## src/hw/rcf_pkg.sv

```systemverilog
// package: register map, field layout and carriers of the reset cause block
`default_nettype none

package rcf_pkg;

  // ----------------------------------------------------------------
  // register byte offsets on the bus
  // ----------------------------------------------------------------
  localparam logic [7:0] RCF_RCC_OFF = 8'h00;
  localparam logic [7:0] RCF_STS_OFF = 8'h04;
  localparam logic [7:0] RCF_MSK_OFF = 8'h08;
  localparam int unsigned RCF_ADDR_W = 8;

  // ----------------------------------------------------------------
  // reset_cause_control field positions and values
  // ----------------------------------------------------------------
  localparam int unsigned RCF_RCC_W = 8;
  localparam int unsigned RCF_PRIO_BIT = 7;
  localparam int unsigned RCF_SWRST_BIT = 4;
  localparam int unsigned RCF_WDOG_BIT = 3;
  localparam int unsigned RCF_PWRDN_BIT = 2;
  localparam int unsigned RCF_PWRON_BIT = 1;
  localparam int unsigned RCF_BROWN_BIT = 0;
  localparam logic [7:0] RCF_RCC_RESET = 8'h1c;
  localparam logic [7:0] RCF_RCC_WMASK = 8'h9f;

  // ----------------------------------------------------------------
  // event and interrupt layout
  // ----------------------------------------------------------------
  localparam int unsigned RCF_EV_N = 6;
  localparam logic [5:0] RCF_EV_NONE = 6'h00;

  // one bit per event source; sw_reset is bit 0
  typedef struct packed {
    logic brown_out;
    logic power_on;
    logic sleep;
    logic clear_watchdog;
    logic wdt_timeout;
    logic sw_reset;
  } rcf_evt_s;

  // ----------------------------------------------------------------
  // bus encodings and carriers
  // ----------------------------------------------------------------
  localparam int unsigned RCF_HTRANS_ACT_BIT = 1;
  localparam logic RCF_HRESP_OKAY = 1'b0;
  localparam logic [31:0] RCF_RDATA_ZERO = 32'h0000_0000;

  // address phase captured for the data phase
  typedef struct packed {
    logic [7:0] addr;
    logic write;
    logic valid;
  } rcf_aphase_s;

  typedef enum logic [1:0] {
    RCF_BUS_IDLE,
    RCF_BUS_RD_WAIT
  } rcf_bus_e;

endpackage

`default_nettype wire

```

## src/hw/rcf_evt_sync.sv

```systemverilog
// module: two-flop synchronisers and rising edge pulses for event inputs
`default_nettype none

module rcf_evt_sync #(
  parameter int unsigned N = 6
) (
  input wire logic i_ref_clk,
  input wire logic i_reset,
  input wire logic [N-1:0] i_level,
  output logic [N-1:0] o_pulse
);

  // ----------------------------------------------------------------
  // per bit: meta flop, stable flop, history flop
  // ----------------------------------------------------------------
  genvar g;
  generate
    for (g = 0; g < N; g++) begin : g_bit
      logic meta_r;
      logic sync_r;
      logic hist_r;

      // only sync_r reads meta_r
      always_ff @(posedge i_ref_clk) begin
        if (i_reset) begin
          meta_r <= 1'b0;
          sync_r <= 1'b0;
          hist_r <= 1'b0;
        end else begin
          meta_r <= i_level[g];
          sync_r <= meta_r;
          hist_r <= sync_r;
        end
      end

      // one cycle pulse on a rising level
      assign o_pulse[g] = sync_r & ~hist_r;
    end
  endgenerate

endmodule

`default_nettype wire

```

## src/hw/rcf_top.sv

```systemverilog
// module: reset cause flags register with AHB-Lite slave and interrupt
//
// The implementer's own choices: the AHB-Lite slave port and the placing of the registers.
`default_nettype none

// Behaviour
// - flags tell which source reset the device
// - register is readable and writable by software
// - reset instruction clears software reset flag
// - power-up, clear-watchdog, sleep set watchdog flag
// - power-up/clear-watchdog set, sleep clears power-down flag
// - power-on reset clears power-on flag
// - brown-out reset clears brown-out flag
module rcf_top
  import rcf_pkg::*;
(
  input wire logic i_ref_clk,
  input wire logic i_reset,
  input wire logic i_hsel,
  input wire logic [31:0] i_haddr,
  input wire logic [1:0] i_htrans,
  input wire logic i_hwrite,
  input wire logic [2:0] i_hsize,
  input wire logic [31:0] i_hwdata,
  input wire logic i_hready,
  output logic [31:0] o_hrdata,
  output logic o_hreadyout,
  output logic o_hresp,
  input wire rcf_evt_s i_events,
  output logic [7:0] o_reset_cause,
  output logic o_interrupt_priority_enable,
  output logic o_irq
);

  // ----------------------------------------------------------------
  // event inputs
  // ----------------------------------------------------------------
  logic [RCF_EV_N-1:0] ev_pulse;
  rcf_evt_s ev;

  // event levels arrive from other domains; pulses come out aligned
  rcf_evt_sync #(
    .N(RCF_EV_N)
  ) u_evt_sync (
    .i_ref_clk(i_ref_clk),
    .i_reset(i_reset),
    .i_level(i_events),
    .o_pulse(ev_pulse)
  );

  assign ev = ev_pulse;

  // ----------------------------------------------------------------
  // state
  // ----------------------------------------------------------------
  logic [RCF_RCC_W-1:0] rcc_r;
  logic [RCF_RCC_W-1:0] rcc_nxt;
  logic [RCF_EV_N-1:0] sts_r;
  logic [RCF_EV_N-1:0] sts_nxt;
  logic [RCF_EV_N-1:0] msk_r;
  logic [RCF_EV_N-1:0] msk_nxt;
  logic irq_r;
  rcf_aphase_s dph_r;
  rcf_aphase_s dph_nxt;
  rcf_bus_e bus_r;
  rcf_bus_e bus_nxt;
  logic hready_r;
  logic [31:0] hrdata_r;
  logic [31:0] hrdata_nxt;

  // ----------------------------------------------------------------
  // bus address phase and data phase decode
  // ----------------------------------------------------------------
  wire aph_take = i_hsel & i_htrans[RCF_HTRANS_ACT_BIT] & i_hready;
  wire aph_read = aph_take & ~i_hwrite;
  wire [RCF_ADDR_W-1:0] aph_off = i_haddr[RCF_ADDR_W-1:0];
  wire dph_wr = dph_r.valid & dph_r.write;
  wire dph_rd = dph_r.valid & ~dph_r.write;
  wire hit_rcc = dph_r.addr == RCF_RCC_OFF;
  wire hit_sts = dph_r.addr == RCF_STS_OFF;
  wire hit_msk = dph_r.addr == RCF_MSK_OFF;
  wire wr_rcc = dph_wr & hit_rcc;
  wire wr_sts = dph_wr & hit_sts;
  wire wr_msk = dph_wr & hit_msk;
  wire [RCF_RCC_W-1:0] wr_val = i_hwdata[RCF_RCC_W-1:0] & RCF_RCC_WMASK;
  wire [RCF_EV_N-1:0] wr_bits = i_hwdata[RCF_EV_N-1:0];
  wire rd_fire = dph_rd & (bus_r == RCF_BUS_RD_WAIT);

  // capture the address phase only while the bus is ready
  assign dph_nxt = i_hready ?
    rcf_aphase_s'{addr: aph_off, write: i_hwrite, valid: aph_take} :
    dph_r;

  // reads take one wait state so a write just before is seen
  always_comb begin
    case (bus_r)
      RCF_BUS_IDLE: begin
        bus_nxt = aph_read ? RCF_BUS_RD_WAIT : RCF_BUS_IDLE;
      end
      RCF_BUS_RD_WAIT: begin
        bus_nxt = rd_fire ? RCF_BUS_IDLE : RCF_BUS_RD_WAIT;
      end
      default: begin
        bus_nxt = RCF_BUS_IDLE;
      end
    endcase
  end

  // read data mux, unmapped offsets read as zero
  assign hrdata_nxt =
    ~rd_fire ? hrdata_r :
    hit_rcc ? {24'h00_0000, rcc_r} :
    hit_sts ? {26'h000_0000, sts_r} :
    hit_msk ? {26'h000_0000, msk_r} :
    RCF_RDATA_ZERO;

  // ----------------------------------------------------------------
  // reset cause flags next value
  // ----------------------------------------------------------------
  // software write first, hardware events then override it
  always_comb begin
    rcc_nxt = wr_rcc ? wr_val : rcc_r;
    if (ev.power_on) begin
      rcc_nxt[RCF_SWRST_BIT] = 1'b1;
      rcc_nxt[RCF_WDOG_BIT] = 1'b1;
      rcc_nxt[RCF_PWRDN_BIT] = 1'b1;
      rcc_nxt[RCF_PWRON_BIT] = 1'b0;
    end
    if (ev.clear_watchdog) begin
      rcc_nxt[RCF_WDOG_BIT] = 1'b1;
      rcc_nxt[RCF_PWRDN_BIT] = 1'b1;
    end
    if (ev.sleep) begin
      rcc_nxt[RCF_WDOG_BIT] = 1'b1;
      rcc_nxt[RCF_PWRDN_BIT] = 1'b0;
    end
    if (ev.wdt_timeout) begin
      rcc_nxt[RCF_WDOG_BIT] = 1'b0;
    end
    if (ev.sw_reset) begin
      rcc_nxt[RCF_SWRST_BIT] = 1'b0;
    end
    if (ev.brown_out) begin
      rcc_nxt[RCF_BROWN_BIT] = 1'b0;
    end
  end

  // ----------------------------------------------------------------
  // interrupt status and mask
  // ----------------------------------------------------------------
  // write one clears; an event in the same cycle wins
  assign sts_nxt = (sts_r & ~(wr_sts ? wr_bits : RCF_EV_NONE)) | ev_pulse;
  assign msk_nxt = wr_msk ? wr_bits : msk_r;

  // ----------------------------------------------------------------
  // registers
  // ----------------------------------------------------------------
  // flags hold the cause across device resets; i_reset is a full reset
  always_ff @(posedge i_ref_clk) begin
    if (i_reset) begin
      rcc_r <= RCF_RCC_RESET;
      sts_r <= RCF_EV_NONE;
      msk_r <= RCF_EV_NONE;
      irq_r <= 1'b0;
    end else begin
      rcc_r <= rcc_nxt;
      sts_r <= sts_nxt;
      msk_r <= msk_nxt;
      irq_r <= |(sts_nxt & msk_nxt);
    end
  end

  // bus slave state
  always_ff @(posedge i_ref_clk) begin
    if (i_reset) begin
      dph_r <= '0;
      bus_r <= RCF_BUS_IDLE;
      hready_r <= 1'b1;
      hrdata_r <= RCF_RDATA_ZERO;
    end else begin
      dph_r <= dph_nxt;
      bus_r <= bus_nxt;
      hready_r <= bus_nxt == RCF_BUS_IDLE;
      hrdata_r <= hrdata_nxt;
    end
  end

  // ----------------------------------------------------------------
  // outputs
  // ----------------------------------------------------------------
  assign o_hrdata = hrdata_r;
  assign o_hreadyout = hready_r;
  assign o_hresp = RCF_HRESP_OKAY;
  assign o_reset_cause = rcc_r;
  assign o_interrupt_priority_enable = rcc_r[RCF_PRIO_BIT];
  assign o_irq = irq_r;
endmodule

`default_nettype wire

```

## config.mk

```make
export PLATFORM = sky130hd
export DESIGN_NAME = rcf_top
export DESIGN_NICKNAME = d
export VERILOG_FILES = /design/src/hw/rcf_pkg.sv /design/src/hw/rcf_evt_sync.sv /design/src/hw/rcf_top.sv
export SDC_FILE = /design/constraint.sdc
export NUM_CORES = 1
export LEC_CHECK = 0
export BUFFER_PORTS_ARGS = -buffer_cell sky130_fd_sc_hd__buf_2
export CORE_MARGIN = 2
export CORE_UTILIZATION = 45
export CTS_BUF_LIST = sky130_fd_sc_hd__clkbuf_4 sky130_fd_sc_hd__clkbuf_8 sky130_fd_sc_hd__clkbuf_16
export CTS_CLUSTER_SIZE = 28
export DETAILED_ROUTE_END_ITERATION = 6
export PLACE_DENSITY = 0.8
export RECOVER_POWER = 100
export SLEW_MARGIN = 20
export SYNTH_ARGS = -nofsm -noshare
export SYNTH_HDL_FRONTEND = slang
export SYNTH_SLANG_ARGS = --single-unit
```

## constraint.sdc

```tcl
create_clock -name i_ref_clk -period 2 [get_ports i_ref_clk]
set_input_delay 0.4 -clock i_ref_clk [delete_from_list [all_inputs] [get_ports i_ref_clk]]
set_output_delay 0.4 -clock i_ref_clk [all_outputs]
set_load 0.05 [all_outputs]
```

## Word level (Yosys, flattened, before mapping)

Index checks and enable logic that the tools add are counted.

| storage, ports and cells | value |
|---|---|
| flip-flop bits (word level) | 82 |
| latch bits | 0 |
| bits in writable memories | 0 |
| bits in read-only memories | 0 |
| input port bits | 80 |
| output and inout bits | 44 |
| logic and storage cells | 86 |
| memories kept | 0 |

| cells by class | value |
|---|---|
| add/subtract/negate cells | 0 |
| multiply operators | 0 |
| divide/modulo/power cells | 0 |
| magnitude comparators | 0 |
| equality and inequality tests | 3 |
| shifts and indexed selects | 0 |
| multiplexer cells | 14 |
| bitwise operators | 27 |
| reduce and logical (&&, ||, !) cells | 9 |

Operators by type and width:

| operator | count |
|---|---|
| 2-to-1 mux 6 bit | 4 |
| AND 1 bit | 15 |
| AND 6 bit | 2 |
| equality test 8 x 3 -> 1 bit (second input constant) | 1 |
| equality test 8 x 4 -> 1 bit (second input constant) | 1 |
| logical NOT 8 bit | 1 |
| 2-to-1 mux 8 bit | 1 |
| NOT 1 bit | 8 |
| NOT 6 bit | 1 |
| OR 6 bit | 1 |
| OR reduction 6 bit | 1 |
| 2-to-1 mux 5 bit | 1 |
| nonzero test 5 bit | 1 |
| logical NOT 2 bit | 2 |
| 2-to-1 mux 1 bit | 4 |
| 2-to-1 mux 2 bit | 2 |
| 2-to-1 mux 4 bit | 1 |
| nonzero test 4 bit | 1 |
| OR reduction 2 bit | 2 |
| nonzero test 3 bit | 1 |
| equality test 2 x 1 -> 1 bit (second input constant) | 1 |
| case mux 1 bit (2 select lines) | 1 |

## Depth between registers and ports, before layout

| logic depth | value |
|---|---|
| depth after elaboration | 8 |
| depth in mapped cells | 7 |
| gate-level depth less buffers | 5 |

## Cells and area by module

Synthesis repeated with hierarchy kept, for this count alone.

| second synthesis, totals | value |
|---|---|
| cell total of the unflattened synthesis | 239 |
| area, all modules | 2313.5 um^2 |

By module, submodules not included:

| module | times used | cells each | area each (um^2) | sequential area each (um^2) |
|---|---|---|---|---|
| rcf_top | 1 | 196 | 1786.7 | 760.7 |
| rcf_evt_sync | 1 | 43 | 526.8 | 360.3 |

## Worst setup path after synthesis

OpenSTA, ideal clock, no wires.

| path | value |
|---|---|
| kind | register to register |
| start point | register dph_r[2] (netlist name) |
| end point | register irq_r, in the netlist o_irq |
| setup time | 0.135 ns |
| data arrival time | 1.507 ns |
| data required time | 1.865 ns |
| setup slack | 0.358 ns |
| cell stages (with the launch flop) | 6 |
| path buffers | 0 |
| clock period less this slack | 1.642 ns |
| cell sequence | dfxtp_1 > nor4_4 > nand3_4 > mux2_4 > a22oi_2 > a41oi_1 |

| between the ends | value |
|---|---|
| longest elaborated chain between the ends | 8 |
| elaborated cells between the ends (all ways) | 11 |
| those cells by class | 2 x eq/ne; 2 x mux; 6 x bitwise; 1 x reduce/logical |

RTL lines:

| element | RTL line | source |
|---|---|---|
| start: declaration | rcf_top.sv:63 | `rcf_aphase_s dph_r;` |
| start signal: assignment | rcf_top.sv:181 | `dph_r <= dph_nxt;` |
| equality test 8 x 3 -> 1 bit | rcf_top.sv:80 | `wire hit_sts = dph_r.addr == RCF_STS_OFF;` |
| AND 1 bit | rcf_top.sv:83 | `wire wr_sts = dph_wr & hit_sts;` |
| 2-to-1 mux 6 bit | rcf_top.sv:152 | `assign sts_nxt = (sts_r & ~(wr_sts ? wr_bits : RCF_EV_NONE)) \| ev_pulse;` |
| NOT 6 bit | rcf_top.sv:152 |  |
| AND 6 bit | rcf_top.sv:152 |  |
| OR 6 bit | rcf_top.sv:152 |  |
| AND 6 bit * | rcf_top.sv:169 | `irq_r <= \|(sts_nxt & msk_nxt);` |
| OR reduction 6 bit * | rcf_top.sv:169 |  |
| end signal: assignment | rcf_top.sv:169 |  |
| end: declaration | rcf_top.sv:62 | `logic irq_r;` |

Every way passes the cells marked *; elsewhere a longest branch is shown, timed or not.
A chain may end at the register's enable or synchronous reset.

## Worst setup path after layout

Ends and elaborated chain as after synthesis.

==> summary.txt <==
pwr dens: 803 nW/um2
mux contribution to synthesized area: 11.4%
Clock power frac: 30.0%
post-synthesis cell count: 241
Avg Cell Area, Syn: 9.77 um2
GRT Overall Usage: 14.5%
via count of the routed design: 1,648
full die area: 5820 um2
# rows: 26
io pins: 124
internal power: 1510 uW
cell taking the most area after synthesis: dfxtp_1
Register Area: 1120 um2
die height: 76.3 um
Iter 0 DRT Violations: 68
count leader, synth: dfxtp_1
Distinct cells, synth: 37
n_diodes: 0
I/O Buffers: 42
Post-Synth Adder-Cell Area: 0%
hold buffers post-CTS: 0
clk sinks: 56
fin. max-slew vios: 0
largest family of logic cells by synthesized area: simple AND/OR/NAND/NOR gates
Synth top area share: 47.6%
Max Root-Sink Buffers: 2
filler cell count: 522
WL/cell: 11.5 um
number of global-route vias before repair: 1,516
Leak: 0.00115 uW
HP Class: in -> reg
Switch Pwr: 578 uW
area grow syn2layout: 10.2%
layout cells sized above 1: 16.1%
XOR/XNOR share of the synthesized area: 0%
TritonCTS clock tree: yes
CTS Buf Count: 5
Fin Clk Skew: 0.00568 ns
Period minus WS final: 1.82 ns
top cells by count, synth: 56 x dfxtp_1, 30 x nor2b_1, 29 x buf_4
post-synthesis simple-gate area fraction: 20.6%
Post-route DRC: 0
Multi-input gate area: 1060 um2
initial antenna violation count: 0
max_cap viols: 0
Worst Path Max Fanout: 6
Critical Path Source Type: flop
CTS H-tree lvls: 2
worst vdd ir: 0.439 mV
DR vias/cell: 4.63
count of final setup violators: 0
Synth Register Bits: 56
sequential element share of the synthesized area: 47.6%
YS warnings: 0
post-CTS sizing: 0
fmax: 550 MHz
leading post-synthesis cells by cell area: dfxtp_1 48%, mux2i_1 9.8%, buf_4 9.3%
EDFF count, synth: 0
final hold viol count: 0
worst-margin pin slew: 0.650 ns
drt pass-1 iters: 5
nets@finish: 365
grt ovf: 0
Comb power frac: 13.7%
initial core utilization: 46.4%
status: completed
Routed WL: 4.08 mm
CP Class: reg -> reg
Placement Setup Slack: 0.252 ns
Core Area: 5070 um2
sw frac: 27.7%
ys async rst share: 0%
post-synthesis compound-gate area fraction: 9.04%
unrepaired setup endpoints after global routing: false
CP arrival: 1.97 ns
CP endpoint kind: flop
CTS Root Cell: clkbuf_8
Die X: 76.3 um
Slew Limit Headroom: 56.7%
sequential power share: 56.3%
first-pass GRT wire length: 6.82 mm
postcts setup bufs: 0
period utilization: 90.9%
clk_lat worst skew: 0.31 ns
Routed Antenna Nets: 0
predominant post-synthesis flop cell: dfxtp_1
TNS Setup: 0 ns
CTS clk-pin slew, worst paths: 0.09 ns
slack of the critical path: 0.182 ns
Synth Cell Area: 2350 um2
post-DP HPWL: 3.02 mm
GP Congestion: 0.785
Worst EP required: 2.16 ns
largest net degree at the start of global routing: 39
==> worst max-delay path: stages (launching register included) <==
cell and delay, ns:
dfxtp_1 0.34, nor4_4 0.27, buf_4 0.19, nand3_4 0.13, mux2_1 0.38, a22oi_2 0.22
a41oi_1 0.14
==> cells by family after synthesis <==
group           Yosys count
other cells               1
flops                    56
simple gates             86
compound gates           31
mux                      26
buf+inv                  41
==> area by class of cell <==
cell class              count  share of cell area [%]
clock buffers               6                    3.18
clock inverters             2                   0.386
inverters                   2                   0.289
multi-input cells         171                    40.9
flip-flops and latches     56                    43.2
well taps                  70                    3.38
repair buffers             49                    8.63
==> per-layer routing <==
| layer | vias up | track usage [%] | wire length [um] |
|---|---|---|---|
| li1 | 836 | - | - |
| met1 | 751 | 18.7 | 1880 |
| met2 | 55 | 22.7 | 1830 |
| met3 | 6 | 5.21 | 305 |
| met4 | 0 | 4.73 | 60 |
| met5 | - | 0 | 0 |
==> flip-flops by register name, indices dropped and copies added, names as in the netlist <==
register	flops
bus_r	1
dph_r	10
msk_r	6
o_hrdata	7
o_hreadyout	1
o_irq	1
o_reset_cause	6
sts_r	6
u_evt_sync.g_bit.hist_r	6
u_evt_sync.g_bit.meta_r	6
u_evt_sync.g_bit.sync_r	6
==> metrics by stage <==
step / power [uW] / util [%] / cell area (um2) / cells / hold WS [ns]
2_1_floorplan: 1470 / - / 2450 / 268 / 0.414
3_3_place_gp: 1490 / 50.2 / 2550 / 348 / 0.416
3_5_place_dp: 1490 / 50.2 / 2550 / 348 / 0.420
4_1_cts: 2110 / 52.0 / 2640 / 356 / 0.287
5_1_grt: 2180 / 51.1 / 2590 / 356 / 0.294
6_report: 2080 / 51.1 / 2590 / 356 / 0.292
==> final timing paths <==
check | from | end | slack (ns) | cells past startpoint
setup / recovery | dph_r[2]$_SDFFE_PP0P_ | o_irq$_SDFF_PP0_ | 0.18 | 6
hold / removal | i_events[0] | u_evt_sync.g_bit[0].meta_r$_SDFF_PP0_ | 0.29 | 2
setup reg to reg | dph_r[2]$_SDFFE_PP0P_ | o_irq$_SDFF_PP0_ | 0.18 | 6
hold reg to reg | u_evt_sync.g_bit[5].meta_r$_SDFF_PP0_ | u_evt_sync.g_bit[5].sync_r$_SDFF_PP0_ | 0.44 | 1
==> layout by cell type (no fill, tap or decap), drive strengths merged, types with 3 or more instances in the layout <==
master	n
a22oi	7
nor3	5
a21oi	7
mux2i	23
nor2b	30
nand2	8
clkbuf	27
conb	28
dfxtp	56
o21ai	6
buf	28
nand3	3
mux2	3
nand2b	3
nor2	27
==> power groups by stage <==
stage	registers (uW)	logic [uW]	clock network (uW)
finish	1170	285	625
detailed placement	1200	292	0
global route	1180	309	692
CTS	1170	292	642
floorplan	1210	262	0
global placement	1200	288	0
(Power assumes the default switching activity.)
